===== config.mk =====
export PLATFORM = sky130hd
export DESIGN_NAME = acir_top
export DESIGN_NICKNAME = d
export VERILOG_FILES = /design/src/acir_pkg.sv /design/src/acir_seq.sv /design/src/acir_top.sv
export SDC_FILE = /design/constraint.sdc
export NUM_CORES = 1
export LEC_CHECK = 0
export ABC_AREA = 1
export CORE_ASPECT_RATIO = 0.75
export CORE_MARGIN = 4
export CORE_UTILIZATION = 60
export CTS_CLUSTER_DIAMETER = 30
export DETAILED_ROUTE_END_ITERATION = 10
export DONT_BUFFER_PORTS = 1
export GPL_TIMING_DRIVEN = 0
export MAX_ROUTING_LAYER = met4
export PLACE_DENSITY = 0.76
export SLEW_MARGIN = 0
export SYNTH_ARGS = -nofsm -noshare
export SYNTH_HDL_FRONTEND = slang
export SYNTH_SLANG_ARGS = --single-unit

===== constraint.sdc =====
create_clock -name clk_i -period 2.35 [get_ports clk_i]
set_clock_uncertainty 0.2 [all_clocks]
set_input_delay 0.47 -clock clk_i [delete_from_list [all_inputs] [get_ports clk_i]]
set_output_delay 0.47 -clock clk_i [all_outputs]
set_load 0.005 [all_outputs]

===== src/acir_pkg.sv =====
// Constants and types for the converter control and input current result
package acir_pkg;

    // ------------------------------------------------------------
    // Register addresses
    // ------------------------------------------------------------
    localparam logic [7:0] ADDR_CTRL = 8'h15;
    localparam logic [7:0] ADDR_CHAN_OFF = 8'h16;
    localparam logic [7:0] ADDR_RES_HI = 8'h17;
    localparam logic [7:0] ADDR_RES_LO = 8'h18;

    // ------------------------------------------------------------
    // Reset values and writable bits
    // ------------------------------------------------------------
    localparam logic [7:0] CTRL_RESET = 8'h30;
    localparam logic [7:0] CHAN_OFF_RESET = 8'h00;
    localparam logic [15:0] RESULT_RESET = 16'h0000;
    localparam logic [7:0] CTRL_WR_MASK = 8'hF0;
    localparam logic [7:0] CHAN_OFF_WR_MASK = 8'hE7;
    localparam logic [7:0] READ_UNMAPPED = 8'h00;

    // ------------------------------------------------------------
    // Field positions of the control register
    // ------------------------------------------------------------
    localparam int CTRL_EN_BIT = 7;
    localparam int CTRL_RATE_BIT = 6;
    localparam int CTRL_SPEED_HI = 5;
    localparam int CTRL_SPEED_LO = 4;

    // ------------------------------------------------------------
    // Channel numbers, equal to their disable bit positions
    // ------------------------------------------------------------
    localparam logic [2:0] CH_INPUT_CURRENT = 3'h7;
    localparam logic [2:0] CH_CHARGE_CURRENT = 3'h6;
    localparam logic [2:0] CH_BUS_VOLTAGE = 3'h5;
    localparam logic [2:0] CH_BATTERY_VOLTAGE = 3'h4;
    localparam logic [2:0] CH_THERMISTOR = 3'h2;
    localparam logic [2:0] CH_CELL_VOLTAGE = 3'h1;
    localparam logic [2:0] CH_DIE_TEMP = 3'h0;
    localparam logic [2:0] CH_FIRST = 3'h7;
    localparam logic [2:0] CH_LAST = 3'h0;

    // ------------------------------------------------------------
    // Resolution and result scaling
    // ------------------------------------------------------------
    localparam logic [3:0] RES_BITS_MAX = 4'hF;
    localparam logic signed [15:0] RESULT_RANGE_MA = 16'sh0FA0;

    // ------------------------------------------------------------
    // Types
    // ------------------------------------------------------------
    typedef enum logic [1:0] {
        SEQ_IDLE = 2'b00,
        SEQ_SCAN = 2'b01,
        SEQ_WAIT = 2'b10
    } acir_seq_state_t;

    typedef struct packed {
        logic [7:0] addr;
        logic [7:0] wdata;
        logic we;
        logic re;
    } acir_reg_req_t;

    typedef struct packed {
        logic [7:0] rdata;
        logic rvalid;
    } acir_reg_rsp_t;

    typedef struct packed {
        logic start;
        logic [2:0] chan;
        logic [3:0] res_bits;
    } acir_conv_cmd_t;

endpackage


===== src/acir_seq.sv =====
// Channel sequencer that steps the converter through enabled channels
`timescale 1ns/1ps

module acir_seq (
    // Clock and reset
    input wire logic clk_i,
    input wire logic sys_rst_i,
    // Control from the register file
    input wire logic run_i,
    input wire logic one_shot_i,
    input wire logic [7:0] chan_on_i,
    // Converter handshake
    input wire logic conv_done_i,
    output logic conv_start_o,
    output logic [2:0] conv_chan_o,
    // Status
    output logic sample_take_o,
    output logic round_done_o,
    output logic busy_o
);

    // ------------------------------------------------------------
    // Sequencer state
    // ------------------------------------------------------------
    acir_pkg::acir_seq_state_t state_q, state_d;
    logic [2:0] ptr_q, ptr_d;
    logic step;

    // Next state: scan channels from the top bit down to bit zero
    always_comb begin
        state_d = state_q;
        ptr_d = ptr_q;
        conv_start_o = 1'b0;
        sample_take_o = 1'b0;
        round_done_o = 1'b0;
        step = 1'b0;
        unique case (state_q)
            acir_pkg::SEQ_IDLE: begin
                if (run_i) begin
                    state_d = acir_pkg::SEQ_SCAN;
                    ptr_d = acir_pkg::CH_FIRST;
                end
            end
            acir_pkg::SEQ_SCAN: begin
                if (!run_i) begin
                    state_d = acir_pkg::SEQ_IDLE;
                end else if (chan_on_i[ptr_q]) begin
                    conv_start_o = 1'b1;
                    state_d = acir_pkg::SEQ_WAIT;
                end else begin
                    step = 1'b1;
                end
            end
            acir_pkg::SEQ_WAIT: begin
                if (!run_i) begin
                    state_d = acir_pkg::SEQ_IDLE;
                end else if (conv_done_i) begin
                    sample_take_o = 1'b1;
                    step = 1'b1;
                end
            end
            default: begin
                state_d = acir_pkg::SEQ_IDLE;
            end
        endcase
        // Advance to the next channel or finish the round
        if (step) begin
            if (ptr_q == acir_pkg::CH_LAST) begin
                round_done_o = 1'b1;
                ptr_d = acir_pkg::CH_FIRST;
                if (one_shot_i) begin
                    state_d = acir_pkg::SEQ_IDLE;
                end else begin
                    state_d = acir_pkg::SEQ_SCAN;
                end
            end else begin
                ptr_d = ptr_q - 3'h1;
                state_d = acir_pkg::SEQ_SCAN;
            end
        end
    end

    // State registers
    always_ff @(posedge clk_i or posedge sys_rst_i) begin
        if (sys_rst_i) begin
            state_q <= acir_pkg::SEQ_IDLE;
            ptr_q <= acir_pkg::CH_FIRST;
        end else begin
            state_q <= state_d;
            ptr_q <= ptr_d;
        end
    end

    // Status outputs
    assign conv_chan_o = ptr_q;
    assign busy_o = (state_q != acir_pkg::SEQ_IDLE);

endmodule


===== src/acir_top.sv =====
// Converter control registers and input current result register
`timescale 1ns/1ps

// Contract
// Master enable bit 7 runs converter; cleared by register reset and watchdog.
// Rate bit 6: zero converts continuously, one does a single round.
// Speed bits 5:4 select 15, 14, 13 or 12 bit resolution.
// Control register resets to 30h; bits 3:0 reserved.
// Reserved bits read zero and ignore writes.
// Channel disable bit zero converts that channel, one skips it.
// Battery voltage disable bit is read-only; bit 3 reserved.
// Channel disable register resets to 00h; watchdog leaves it.
// Input current result is read-only 16-bit two's complement.
// Result high byte at 17h, low at 18h, 1 mA per bit, reset zero.
// Positive result means current into the bus pin, negative out.
// Result covers zero to four amperes in magnitude.
// One-shot converts each enabled channel once, then stops.
module acir_top (
    // Clock and reset
    input wire logic clk_i,
    input wire logic sys_rst_i,
    // Register reset and watchdog events
    input wire logic reg_rst_i,
    input wire logic wdog_expire_i,
    // Register port from the serial control interface
    input wire acir_pkg::acir_reg_req_t reg_req_i,
    output acir_pkg::acir_reg_rsp_t reg_rsp_o,
    // Converter front end
    output acir_pkg::acir_conv_cmd_t conv_cmd_o,
    input wire logic conv_done_i,
    input wire logic [15:0] conv_data_i,
    // Status
    output logic conv_running_o
);

    // ------------------------------------------------------------
    // Register state
    // ------------------------------------------------------------
    logic [7:0] ctrl_q, ctrl_d;
    logic [7:0] chan_off_q, chan_off_d;
    logic [15:0] result_q, result_d;
    logic [7:0] rdata_q, rdata_d;
    logic rvalid_q, rvalid_d;

    // Sequencer wires
    logic seq_start;
    logic [2:0] seq_chan;
    logic seq_take;
    logic seq_round_done;
    logic seq_busy;
    logic run;
    logic one_shot;
    logic [7:0] chan_on;
    logic wr_ctrl;
    logic wr_chan_off;
    logic signed [15:0] sample;
    logic [15:0] clipped;

    // Decoded control fields
    assign run = ctrl_q[acir_pkg::CTRL_EN_BIT];
    assign one_shot = ctrl_q[acir_pkg::CTRL_RATE_BIT];
    // Battery channel always converts, bit 3 never does
    assign chan_on = (~chan_off_q & acir_pkg::CHAN_OFF_WR_MASK)
        | (8'h01 << acir_pkg::CH_BATTERY_VOLTAGE);
    assign wr_ctrl = reg_req_i.we && (reg_req_i.addr == acir_pkg::ADDR_CTRL);
    assign wr_chan_off = reg_req_i.we
        && (reg_req_i.addr == acir_pkg::ADDR_CHAN_OFF);

    // ------------------------------------------------------------
    // Channel sequencer
    // ------------------------------------------------------------
    acir_seq u_seq (
        .clk_i(clk_i),
        .sys_rst_i(sys_rst_i),
        .run_i(run),
        .one_shot_i(one_shot),
        .chan_on_i(chan_on),
        .conv_done_i(conv_done_i),
        .conv_start_o(seq_start),
        .conv_chan_o(seq_chan),
        .sample_take_o(seq_take),
        .round_done_o(seq_round_done),
        .busy_o(seq_busy)
    );

    // ------------------------------------------------------------
    // Result clamp to the measurement range
    // ------------------------------------------------------------
    assign sample = conv_data_i;
    always_comb begin
        if (sample > acir_pkg::RESULT_RANGE_MA) begin
            clipped = acir_pkg::RESULT_RANGE_MA;
        end else if (sample < -acir_pkg::RESULT_RANGE_MA) begin
            clipped = -acir_pkg::RESULT_RANGE_MA;
        end else begin
            clipped = sample;
        end
    end

    // ------------------------------------------------------------
    // Register file next values
    // ------------------------------------------------------------
    always_comb begin
        ctrl_d = ctrl_q;
        chan_off_d = chan_off_q;
        result_d = result_q;
        // Enable drops on watchdog or at end of a single round
        if (wdog_expire_i) begin
            ctrl_d[acir_pkg::CTRL_EN_BIT] = 1'b0;
        end
        if (seq_round_done && one_shot) begin
            ctrl_d[acir_pkg::CTRL_EN_BIT] = 1'b0;
        end
        // Software write wins over the hardware clear
        if (wr_ctrl) begin
            ctrl_d = reg_req_i.wdata & acir_pkg::CTRL_WR_MASK;
        end
        if (wr_chan_off) begin
            chan_off_d = reg_req_i.wdata
                & acir_pkg::CHAN_OFF_WR_MASK;
        end
        // Capture the input current sample
        if (seq_take && (seq_chan == acir_pkg::CH_INPUT_CURRENT)) begin
            result_d = clipped;
        end
        // Register reset restores every field
        if (reg_rst_i) begin
            ctrl_d = acir_pkg::CTRL_RESET;
            chan_off_d = acir_pkg::CHAN_OFF_RESET;
            result_d = acir_pkg::RESULT_RESET;
        end
    end

    // Read data mux
    always_comb begin
        rdata_d = rdata_q;
        rvalid_d = reg_req_i.re;
        if (reg_req_i.re) begin
            unique case (reg_req_i.addr)
                acir_pkg::ADDR_CTRL: begin
                    rdata_d = ctrl_q & acir_pkg::CTRL_WR_MASK;
                end
                acir_pkg::ADDR_CHAN_OFF: begin
                    rdata_d = chan_off_q
                        & acir_pkg::CHAN_OFF_WR_MASK;
                end
                acir_pkg::ADDR_RES_HI: begin
                    rdata_d = result_q[15:8];
                end
                acir_pkg::ADDR_RES_LO: begin
                    rdata_d = result_q[7:0];
                end
                default: begin
                    rdata_d = acir_pkg::READ_UNMAPPED;
                end
            endcase
        end
    end

    // Register file flops
    always_ff @(posedge clk_i or posedge sys_rst_i) begin
        if (sys_rst_i) begin
            ctrl_q <= acir_pkg::CTRL_RESET;
            chan_off_q <= acir_pkg::CHAN_OFF_RESET;
            result_q <= acir_pkg::RESULT_RESET;
            rdata_q <= acir_pkg::READ_UNMAPPED;
            rvalid_q <= 1'b0;
        end else begin
            ctrl_q <= ctrl_d;
            chan_off_q <= chan_off_d;
            result_q <= result_d;
            rdata_q <= rdata_d;
            rvalid_q <= rvalid_d;
        end
    end

    // ------------------------------------------------------------
    // Outputs
    // ------------------------------------------------------------
    assign reg_rsp_o.rdata = rdata_q;
    assign reg_rsp_o.rvalid = rvalid_q;
    assign conv_cmd_o.start = seq_start;
    assign conv_cmd_o.chan = seq_chan;
    assign conv_cmd_o.res_bits = acir_pkg::RES_BITS_MAX
        - {2'b00, ctrl_q[acir_pkg::CTRL_SPEED_HI:acir_pkg::CTRL_SPEED_LO]};
    // resolution is 15 minus the speed code
    assign conv_running_o = seq_busy;

endmodule


* Word level (Yosys, flattened, before mapping)
Index checks and enable logic that the tools add are counted.
** Word-level totals
- Output and inout bits :: 18
- Word-level logic and storage cells :: 75
- Input bits :: 39
- Flip-flop bits (word level) :: 46
** Cells by class
- Bitwise logic cells :: 1
- Magnitude comparators :: 3
- Reductions and logical operators :: 15
- Equality and inequality tests :: 10
- Multiplexer cells :: 36
- $add $sub $neg :: 2
** Operator list (number)
- $mux 16 :: 4
- $eq 8x5->1 const B :: 4
- $mux 8 :: 4
- $pmux 8 s4 :: 1
- $gt 16x13->1 const B :: 1
- $lt 16x13->1 const B :: 1
- $mux 1 :: 15
- $mux 3 :: 4
- $reduce_bool 2->1 :: 6
- $mux 2 :: 5
- $not 8->8 :: 1
- $ne 3x2->1 const B :: 2
- $pmux 2 s3 :: 1
- $logic_and 1x1->1 :: 4
- $lt 3x4->1 const B :: 1
- $ne 4x2->1 const B :: 1
- $reduce_bool 4->1 :: 1
- $sub 1x3->4 const A :: 1
- $bmux 1 s3 :: 1
- $eq 3x3->1 const B :: 1
- $logic_not 3->1 :: 1
- $reduce_and 3->1 :: 1
- $sub 3x1->3 const B :: 1
- $eq 2x1->1 const B :: 1
- 4 further kinds :: 4

* Longest topological paths before layout
Gate-level depths: netlist (run 1).
- Depth in word-level cells :: 11
- Depth in mapped cells :: 12
- Gate-level depth less buffers :: 12

* Hierarchy
Synthesis (run 1) repeated with hierarchy kept, for this count alone.
** Unflattened totals
- Cells, all modules :: 339
- Area, all modules :: 2528.7 µm²
** By module, submodules not included
- acir_top :: area each 2014.4 µm², seq. area each 878.3 µm², cells each 263, instances 1
- acir_seq :: area each 514.2 µm², seq. area each 128.9 µm², cells each 76, instances 1

* Worst setup path after synthesis (run 1)
No wires, ideal clock.
- Kind :: input -> register
- Start point :: input port conv_data_i[5]
- End point :: register result_q[10]
- Data required time :: 2019 ps
- Data arrival time :: 1500 ps
- Setup time :: 131 ps
- Slack :: 518 ps
- Buffers on the path :: 0
- Cell stages on the path :: 8
- Cells stage by stage :: a21oi_1 > a211o_1 > ha_1 > inv_1 > nand2_1 > clkinv_2 > nand2_1 > o211ai_1
** Between the ends
- Longest elaborated chain between the ends :: 5
- Elaborated cells on any way between the ends :: 6
- Classes of those cells :: order compare: 2; mux: 4
** RTL lines
- start, declared :: line acir_top.sv:31 : input wire logic [15:0] conv_data_i,
- $lt 16x13->1 :: line acir_top.sv:93 : end else if (sample < -acir_pkg::RESULT_RANGE_MA) begin
- $mux 16 :: line acir_top.sv:93
- $mux 16 * :: line acir_top.sv:91 : if (sample > acir_pkg::RESULT_RANGE_MA) begin
- $mux 16 * :: line acir_top.sv:123 : if (seq_take && (seq_chan == acir_pkg::CH_INPUT_CURRENT)) begin
- $mux 16 * :: line acir_top.sv:127 : if (reg_rst_i) begin
- end signal, assigned :: line acir_top.sv:165 : result_q <= acir_pkg::RESULT_RESET;
- end signal, assigned :: line acir_top.sv:171 : result_q <= result_d;
- end, declared :: line acir_top.sv:41 : logic [15:0] result_q, result_d;
Mark *: on every way between the ends. The rest lies on a longest branch, timed or not. The select of a mux whose other input is x is not followed.
A chain may end at the register's enable or synchronous reset.

* Worst setup path after layout (run 1)
- Start point :: register u_seq.ptr_q[0] (netlist: u_seq.conv_chan_o[0])
- End point :: output port conv_cmd_o[7] in the netlist's numbering
** Between the ends
- Longest elaborated chain between the ends :: 5
** RTL lines
- start, declared :: line acir_seq.sv:26 : logic [2:0] ptr_q, ptr_d;
- start signal, assigned :: line acir_seq.sv:87 : ptr_q <= acir_pkg::CH_FIRST;
- start signal, assigned :: line acir_seq.sv:90 : ptr_q <= ptr_d;
- $bmux 1 s3 :: line acir_seq.sv:47 : end else if (chan_on_i[ptr_q]) begin
- $mux 1 (not written as such) :: line acir_seq.sv:47
- $mux 1 :: line acir_seq.sv:47
- $mux 1 :: line acir_seq.sv:45 : if (!run_i) begin
- $mux 1 :: line acir_seq.sv:37 : unique case (state_q)
- end, declared :: line acir_top.sv:29 : output acir_pkg::acir_conv_cmd_t conv_cmd_o,
Every way passes these cells. The select of a mux whose other input is x is not followed.

==> qor.yml, run 1 <==
outcome:
  status: "completed"
sta:
  period_minus_slack_ps: 2220
  setup_viol: 0
  drv_slew: 0
  hold-worst-slack_ps: 8.03
  tns_ps: 0
  setup_ws_ps: 133
  fin_crit_sh_pct: 94.3
  max-slew-margin-rel_pct: 45.9
  rsz0062_at_grt: "no"
  worst_pin_slew_ps: 810
  finalHoldViolCount: 0
  fmax_mhz: 451
floorplan:
  ios: 57
  row_count: 19
  initial_core_util_pct: 63.1
  die-width_um: 79.9
  die_h_um: 61.9
  dieArea_um2: 4950
  core_area_um2: 3680
setup_path:
  startpoint_type: "flop"
  path_delay_family: "flip-flops"
  worstPathArrival_ps: 1550
  cp.required_ps: 1680
  crit_chain: "inv_2 > nand2_1 > nand3_1 > nand2_1 > nand2_1 > nand2_2 > nor2_1 > buf_4"
  end_kind: "primary output"
  cp_common_cell: "nand2_1"
  criticalPathCategory: "flop to primary output"
  path_max_fanout: 8
  cp_slowest_cell: "dfstp_2"
  critical_path_buf_inv_count: 2
  slowest_delay_ps: 650
cts:
  root_buffer: "clkbuf_8"
  clock_latency_ps: 290
  cts.clk_slew.worst_paths_ps: 70
  numCtsBuffers: 5
  clkSinkCount: 40
  cts_htree_levels: 2
  cts_tree: "built"
  clockBufferDepth: 2
routing:
  drcViolationCount: 0
  via_per_inst: 5.26
  drt-wirelength-per-cell_um: 14.0
  drt_iter0_markers: 142
  drt-pass1-iter-count: 5
  finalWirelength_mm: 5.12
  num_vias: 1926
  postRouteAntennaNets: 0
finish:
  final_area_um2: 2490
  nNetsFinal: 359
  area_delta_synth_final_pct: 7.26
  drive_above_1_share_pct: 14.3
  final_cells: 366
  fin_util_pct: 67.7
  antenna_cells: 0
pwr:
  power.density_nw_per_um2: 505
  report.power.total_mw: 1.26
  vdd_drop_max_v: 0.000397
  leakage_nw: 1.26
synth:
  synth_largest_area_cell: "dfrtp_1"
  yosys.cell_count.top_type: "nand2_1"
  synth_seq_cells: 40
  seq_area_frac_synth_pct: 43.3
  synthCells: 304
  synth_top_area_share_pct: 37.7
  syn-cell-area_um2: 2330
  yosysUniqueCellTypes: 35
  synthTopCellsByCount: "nand2_1, dfrtp_1, inv_1"
  yosys_warnings: 0
  yosys-top-cells-area: "dfrtp_1, nand2_1, nand3_1, dfstp_2, inv_1"
  synth_edf_count: 0
  syn_area_per_cell_um2: 7.65
  synth_ff_type: "dfrtp_1"
  async_flop_share_pct: 100
grt:
  grt_usage_pct: 22.1
  grt_pass1_wl_mm: 8.05
  grt_antenna_before_repair: 0
  grt_max_degree: 41
  overflow: 0
  first_global_vias: 1734
place:
  dp_cells: 357
  gp_congestion: 0.863
  dpl_cell_area_um2: 2390
  post-place-ws_ps: 399
  dp_hpwl_mm: 4.00
  io_buffers: 0
hold_path:
  worstHoldPathType: "input pin to asynchronous set/reset pin"
job:
  cap_violations: 0
[power by group]
part	internal [mW]	switching, mW
clock network	0.239	0.229
logic	0.0274	0.0634
registers	0.697	0.00454
total	0.963	0.297
[kinds of logic (layout without fill, tap and decap cells)]
| kind of cell | after synthesis | count (layout) | synth area share (%) |
|---|---|---|---|
| AO/OA/AOI/OAI | 38 | 38 | 9.95 |
| XOR/XNOR | 1 | 1 | 0.377 |
| adder cells (fa/ha/maj) | 7 | 7 | 3.77 |
| buffers and inverters | 49 | 58 | 9.04 |
| flip-flops | 40 | 40 | 43.3 |
| other | 1 | 2 | 0.161 |
| AND/OR/NAND/NOR | 168 | 168 | 33.4 |
[worst paths after layout]
path / slack (ps) / cells past startpoint / from / endpoint
max in group asynchronous: 1420 / 1 / sys_rst_i / rdata_q[1]$_DFFE_PP0P_
min in group clk_i: 80 / 2 / reg_rst_i / ctrl_q[4]$_DFFE_PP1P_
worst min register to register: 290 / 2 / result_q[4]$_DFFE_PP0P_ / result_q[4]$_DFFE_PP0P_
worst max register to register: 510 / 7 / u_seq.conv_chan_o[0]$_DFFE_PP1P_ / result_q[15]$_DFFE_PP0P_
worst min-delay path: 8 / 1 / sys_rst_i / u_seq.state_q[1]$_DFFE_PP0P_
worst max-delay path: 130 / 8 / u_seq.conv_chan_o[0]$_DFFE_PP1P_ / conv_cmd_o[7]
[registers in the layout, indices dropped and copies added (netlist names)]
| register | count |
|---|---|
| result_q | 16 |
| rdata_q | 8 |
| chan_off_q | 6 |
| ctrl_q | 4 |
| u_seq.conv_chan_o | 3 |
| u_seq.state_q | 2 |
| rvalid_q | 1 |
[cell type report]
class / instances / area [um2]
plain buffers: 7 / 51.3
clock buffers: 8 / 90.1
fillers: 322 / 1190
inverters: 42 / 159
multi-input cells: 216 / 1110
flip-flops and latches: 40 / 1010
well taps: 52 / 65.1
repair buffers: 1 / 10.0
[timing repair]
| action | CTS | global route |
|---|---|---|
| resized for setup | 0 | 0 |
| hold buffers | 1 | 0 |
| setup buffers | 0 | 0 |
| endpoints found under the hold margin | 1 | 0 |
| endpoints found under the setup margin | 0 | 0 |
[layout by cell type (no fill, tap or decap), types with 3 or more instances in the layout]
| cell | synthesis | routed |
|---|---|---|
| inv_1 | 34 | 33 |
| nor2_1 | 22 | 22 |
| nor4_1 | 4 | 4 |
| dfrtp_1 | 35 | 35 |
| o21ai_0 | 10 | 10 |
| nand3_1 | 33 | 33 |
| buf_4 | 4 | 4 |
| nand2_2 | 10 | 10 |
| ha_1 | 7 | 7 |
| a21oi_1 | 4 | 4 |
| o211ai_1 | 9 | 9 |
| clkbuf_8 | 0 | 6 |
| o22ai_1 | 3 | 3 |
| nand2_1 | 87 | 87 |
| dfstp_2 | 5 | 5 |
| o21ai_1 | 7 | 7 |
| inv_2 | 5 | 6 |
[routing by layer]
layer | wire (um) | up-vias | track usage [%]
li1 | - | 998 | -
met1 | 2590 | 858 | 32.3
met2 | 2040 | 66 | 29.5
met3 | 455 | 4 | 6.34
met4 | 42 | 0 | 6.51
met5 | 0 | - | -
(Power assumes the default switching activity.)
==> run 2: changes to the inputs <==
--- a/config.mk
+++ b/config.mk
@@ -5,7 +5,7 @@
 export SDC_FILE = /design/constraint.sdc
 export NUM_CORES = 1
 export LEC_CHECK = 0
-export ABC_AREA = 1
+export ABC_AREA = 0
 export CORE_ASPECT_RATIO = 0.75
 export CORE_MARGIN = 4
 export CORE_UTILIZATION = 60
==> constraint.sdc (replaced) <==
create_clock -name clk_i -period 2.75 [get_ports clk_i]
set_clock_uncertainty 0.2 [all_clocks]
set_input_delay 0.55 -clock clk_i [delete_from_list [all_inputs] [get_ports clk_i]]
set_output_delay 0.55 -clock clk_i [all_outputs]
set_load 0.005 [all_outputs]
==> qor.yml, run 2 <==
outcome:
  status: "completed"
synth:
  synth_xor_area_share_pct: 0  # -0.38 points
  synthAdderAreaFrac_pct: 3.88  # +0.11 points
  syn-cell-area_um2: 2260  # -2.9%
  synth_ff_type: "dfrtp_1"
  synth_edf_count: 0  # unchanged
  synthCells: 229  # -25%
  synth_top_area_share_pct: 38.8  # +1.1 points
  yosys.cell_count.top_type: "dfrtp_1"
  seq_area_frac_synth_pct: 44.6  # +1.3 points
  synthTopCellsByCount: "dfrtp_1, nor2_1, inv_1"
  async_flop_share_pct: 100  # unchanged
  syn_area_per_cell_um2: 9.86  # +29%
  yosys_warnings: 0  # unchanged
  synth_largest_area_cell: "dfrtp_1"
  yosys-top-cells-area: "dfrtp_1, dfstp_2, mux2i_1, nor2_1, ha_1"
  synthSimpleGateAreaFrac_pct: 15.8  # -18 points
  synth.area.mux_share_pct: 6.76  # +6.8 points
  synth-compound-area-share_pct: 22.0  # +12 points
  synth_top_family_by_area: "compound AO/OA/AOI/OAI gates"
  synth_seq_cells: 40  # unchanged
  yosysUniqueCellTypes: 50  # +43%
grt:
  grt_usage_pct: 23.8  # +1.7 points
  grt_pass1_wl_mm: 8.38  # +4.0%
  overflow: 0  # unchanged
  grt_max_degree: 41  # unchanged
  first_global_vias: 1697  # -2.1%
  grt_antenna_before_repair: 0  # unchanged
setup_path:
  cp_slowest_cell: "dfstp_2"
  crit_chain: "mux2_1 > a2bb2oi_2 > a21oi_1 > buf_4"
  rr_startpoint: "u_seq.state_q[0]$_DFFE_PP0P_"
  r2r_cells: 7  # unchanged
  end_kind: "primary output"
  startpoint: "u_seq.conv_chan_o[1]$_DFFE_PP1P_"
  startpoint_type: "flop"
  criticalPathCategory: "flop to primary output"
  slowest_delay_ps: 640  # about the same
  path_max_fanout: 8  # unchanged
  worstPathArrival_ps: 1770  # +220 ps
  cp.required_ps: 2000  # +320 ps
hold_path:
  hp-start: "reg_req_i[0]"
  worstHoldPathType: "input pin to flop"
  hold-path-cell-count: 0
cts:
  clock_latency_ps: 290  # about the same
  postCtsHoldBufs: 0  # -1
  cts.clk_slew.worst_paths_ps: 70  # about the same
  cts_tree: "built"
  clockBufferDepth: 2  # unchanged
  cts_htree_levels: 2  # unchanged
  cts_setup_buffers: 0  # unchanged
  cts_resized: 0  # unchanged
  root_buffer: "clkbuf_8"
  clkSinkCount: 40  # unchanged
  numCtsBuffers: 5  # unchanged
floorplan:
  initial_core_util_pct: 62.1  # -1.0 points
  core_area_um2: 3640  # -1.3%
  row_count: 19  # unchanged
  die-width_um: 78.8  # -1.3%
  die_h_um: 61.1  # -1.3%
  dieArea_um2: 4820  # -2.6%
  ios: 57  # unchanged
routing:
  via_per_inst: 6.06  # +15%
  drt-wirelength-per-cell_um: 17.6  # +26%
  drcViolationCount: 0  # unchanged
  num_vias: 1756  # -8.8%
  drt_iter0_markers: 119  # -16%
  drt-pass1-iter-count: 4  # -1
  finalWirelength_mm: 5.11  # -0.23%
  postRouteAntennaNets: 0  # unchanged
finish:
  top_regs: "result_q: 16 flops, rdata_q: 8 flops, chan_off_q: 6 flops"
  final_common_cell: "dfrtp_1"
  largest-register: "result_q"
  drive_above_1_share_pct: 12.6  # -1.7 points
  fin_util_pct: 66.5  # -1.2 points
  most-common-layout-cells: "dfrtp_1, nor2_1, inv_1"
  antenna_cells: 0  # unchanged
  area_delta_synth_final_pct: 7.04
  nNetsFinal: 283  # -21%
  n_fill_cell: 324  # +0.62%
  largest_reg_flops: 16  # unchanged
place:
  gp_congestion: 0.869  # +0.63%
  io_buffers: 0  # unchanged
  dp_hpwl_mm: 3.90  # -2.6%
sta:
  tns_ps: 0  # unchanged
  period_minus_slack_ps: 2520
  setup_viol: 0  # unchanged
  fin_crit_sh_pct: 91.5
  max-slew-margin-rel_pct: 46.3  # +0.41 points
  fmax_mhz: 398
  drv_slew: 0  # unchanged
  worst_pin_slew_ps: 804  # -6.14 ps
  rsz0062_at_grt: "no"
  finalHoldViolCount: 0  # unchanged
pwr:
  power.density_nw_per_um2: 438  # -13%
  leakage_nw: 1.14  # -9.6%
  vdd_drop_max_v: 0.000336  # -15%
job:
  cap_violations: 0  # unchanged
==> run 2: cell count changes after synthesis, moves of 6 or more <==
cell,change
mux2i_1,+13
nand3_1,-31
a22o_1,+6
o21ai_1,-7
nand2_1,-74
inv_1,-15
a21oi_1,+10
nand2_2,-10
==> run 2: cells by family (layout without fill, tap and decap cells) <==
logic type,count (synthesis),in the layout
and+or+nand+nor,68,68
AOI/OAI and AO/OA,65,65
DFF,40,40
buffers and inverters,33,41
muxes,15,15
adders and majority gates,7,7
other,1,2
==> run 2: final cells by class <==
cell class              instances  area, um2  area share, %
multi-input cells             157       1100           45.6
inverters                      19       71.3           2.95
well taps                      52       65.1           2.69
flip-flops and latches         40       1010           41.7
clock buffers                   8       90.1           3.73
plain buffers                  14       81.3           3.36
==> run 2: path summary, 6_finish.rpt <==
check	endpoint	slack [ps]
setup reg to reg	result_q[15]$_DFFE_PP0P_	340
setup / recovery	conv_cmd_o[7]	230
max in group asynchronous	result_q[10]$_DFFE_PP0P_	1750
hold reg to reg	result_q[1]$_DFFE_PP0P_	290
hold / removal	rvalid_q$_DFF_PP0_	80
min in group asynchronous	chan_off_q[5]$_DFFE_PP0P_	90
==> run 2: power breakdown <==
part,switching (mW),total (mW),internal [mW]
sequential,0.00115,0.592,0.590
clock,0.194,0.398,0.205
combinational,0.0466,0.0697,0.0231
total,0.241,1.06,0.818
==> run 2: metal layers <==
metal | vias up | wire length [um] | global-route usage, %
li1 | 843 | - | -
met1 | 841 | 2430 | 32.8
met2 | 67 | 2110 | 33.1
met3 | 5 | 513 | 8.63
met4 | 0 | 55 | 6.86
met5 | - | 0 | -
==> run 2: worst max-delay path, delay by kind of cell, from the launching register on <==
kind / cells / cell delay (ps)
flops: 1 / 640
mux: 1 / 370
compound gates: 2 / 340
buf+inv: 1 / 130
==> run 2: metrics by stage <==
stage          cells  power [mW]  worst slack [ps]  hold slack, ps  area [um2]
3_5_place_dp     282       0.672               308             279        2330
5_1_grt          290        1.10               118            61.3        2420
3_3_place_gp     282       0.672               343             272        2330
4_1_cts          290        1.07               237            74.4        2420
2_1_floorplan    230       0.658               627             261        2260
6_report         290        1.06               235            80.9        2420
==> run 3: changes to the inputs <==
--- a/config.mk
+++ b/config.mk
@@ -8,13 +8,11 @@
 export ABC_AREA = 0
 export CORE_ASPECT_RATIO = 0.75
 export CORE_MARGIN = 4
-export CORE_UTILIZATION = 60
+export CORE_UTILIZATION = 38
 export CTS_CLUSTER_DIAMETER = 30
 export DETAILED_ROUTE_END_ITERATION = 10
 export DONT_BUFFER_PORTS = 1
-export GPL_TIMING_DRIVEN = 0
 export MAX_ROUTING_LAYER = met4
-export PLACE_DENSITY = 0.76
 export SLEW_MARGIN = 0
 export SYNTH_ARGS = -nofsm -noshare
 export SYNTH_HDL_FRONTEND = slang
==> qor.yml, run 3 (synthesis gave the netlist of run 2 again) <==
setup_path:
  end_kind: "flop"
  crit_chain: "inv_1 > ha_1 > and3_1 > and3_1 > nor2_1 > a221o_1"
  worstPathArrival_ps: 2510  # +740 ps
  cp.required_ps: 2770  # +770 ps
  cp_common_cell: "and3_1"
  slowest_delay_ps: 830  # +190 ps
  criticalPathCategory: "flop to flop"
  reg2reg_slack_ps: 260  # -80 ps
  path_max_fanout: 16  # +8
  cp_slowest_cell: "nor2_1"
  startpoint_type: "flop"
place:
  dp_hpwl_mm: 4.25  # +8.9%
  gp_congestion: 0.858  # -1.3%
  io_buffers: 0  # unchanged
grt:
  overflow: 0  # unchanged
  grt_antenna_before_repair: 0  # unchanged
  first_global_vias: 1641  # -3.3%
  grt_usage_pct: 16.3  # -7.5 points
  grt_max_degree: 41  # unchanged
  grt_pass1_wl_mm: 8.80  # +5.1%
floorplan:
  row_count: 24  # +5
  core_area_um2: 5800  # +59%
  initial_core_util_pct: 39.0  # -23 points
  dieArea_um2: 7250  # +51%
  ios: 57  # unchanged
  die_h_um: 74.8  # +22%
  die-width_um: 97.0  # +23%
sta:
  worst_pin_slew_ps: 1100  # +295 ps
  fin_crit_sh_pct: 90.4  # -1.1 points
  fmax_mhz: 402  # +1.2%
  period_minus_slack_ps: 2490  # -29.6 ps
  finalHoldViolCount: 0  # unchanged
  drv_slew: 0  # unchanged
  setup_viol: 0  # unchanged
  max-slew-margin-rel_pct: 26.4  # -20 points
  tns_ps: 0  # unchanged
  rsz0062_at_grt: "no"
  hold-worst-slack_ps: 63.2  # -17.7 ps
routing:
  finalWirelength_mm: 5.55  # +8.6%
  num_vias: 1741  # -0.85%
  drt-wirelength-per-cell_um: 18.2  # +3.2%
  drt_iter0_markers: 81  # -32%
  postRouteAntennaNets: 0  # unchanged
  via_per_inst: 5.71  # -5.7%
  drcViolationCount: 0  # unchanged
  drt-pass1-iter-count: 4  # unchanged
cts:
  cts.clk_slew.worst_paths_ps: 80  # about the same
  root_buffer: "clkbuf_8"
  clkSinkCount: 40  # unchanged
  cts_setup_buffers: 0  # unchanged
  postCtsHoldBufs: 0  # unchanged
  clockBufferDepth: 2  # unchanged
  cts_tree: "built"
  cts_resized: 0  # unchanged
  cts_htree_levels: 2  # unchanged
  numCtsBuffers: 5  # unchanged
  clock_latency_ps: 290  # about the same
pwr:
  vdd_drop_max_v: 0.000156  # -54%
  leakage_nw: 1.12  # -1.7%
  power.density_nw_per_um2: 439  # +0.10%
hold_path:
  worstHoldPathType: "input pin to asynchronous set/reset pin"
finish:
  largest-register: "result_q"
  area_delta_synth_final_pct: 5.98
  nNetsFinal: 272  # -3.9%
  final_common_cell: "dfrtp_1"
  largest_reg_flops: 16  # unchanged
  top_regs: "result_q: 16 flops, rdata_q: 8 flops, chan_off_q: 6 flops"
  antenna_cells: 0  # unchanged
  drive_above_1_share_pct: 11.5  # -1.2 points
  n_fill_cell: 598  # +85%
  most-common-layout-cells: "dfrtp_1, nor2_1, inv_1"
job:
  cap_violations: 0  # unchanged
outcome:
  status: "completed"
[run 3: cell types whose count changed in the layout (fill, tap and decap cells not counted), sizes merged]
| cell | delta |
|---|---|
| buf | -6 |
| clkbuf | -7 |
| clkinv | +2 |
[run 3: final cells by class]
cell class	instances	area (um2)	share of cell area [%]
Multi-Input combinational cell	157	1100	46.1
Clock buffer	6	82.6	3.45
Sequential cell	40	1010	42.1
Tap cell	78	97.6	4.08
Inverter	19	71.3	2.98
Clock inverter	2	10.0	0.418
Timing Repair Buffer	3	22.5	0.941
[run 3: worst max-delay path: cells and delay by family, from the launching register on]
family,cells,cell delay (ps)
compound gates,1,290
fa+ha+maj,1,220
buf+inv,1,90
flops,1,360
simple gates,3,1250
[run 3: routing by layer]
layer | GRT usage, % | share of wire, %
met5 | - | 0
met2 | 20.2 | 37
met4 | 4.21 | 0.94
met1 | 24.6 | 52
met3 | 5.65 | 9.2
[run 3: power breakdown]
group          internal (mW)  leakage (nW)  switching [mW]
Combinational         0.0179         0.533          0.0373
Sequential             0.590         0.539         0.00126
Clock                  0.200        0.0510           0.203
[run 3: path summary, 6_finish.rpt]
path,depth (start not counted),startpoint,end
worst max-delay path,6,u_seq.state_q[0]$_DFFE_PP0P_,result_q[9]$_DFFE_PP0P_
min in group clk_i,0,reg_req_i[0],rvalid_q$_DFF_PP0_
worst min register to register,1,result_q[2]$_DFFE_PP0P_,result_q[2]$_DFFE_PP0P_
worst max register to register,6,u_seq.state_q[0]$_DFFE_PP0P_,result_q[9]$_DFFE_PP0P_
max in group asynchronous,2,sys_rst_i,u_seq.conv_chan_o[1]$_DFFE_PP1P_
worst min-delay path,2,sys_rst_i,ctrl_q[7]$_DFFE_PP0P_
[run 3: stage by stage]
step	area, um2	total power [mW]	worst slack [ps]	util (%)	instances
5_1_grt	2390	1.10	119	41.3	305
6_report	2390	1.05	264	41.3	305
3_3_place_gp	2300	0.658	367	39.7	297
3_5_place_dp	2300	0.659	324	39.7	297
2_1_floorplan	2260	0.658	627	-	230
4_1_cts	2390	1.07	291	41.3	305
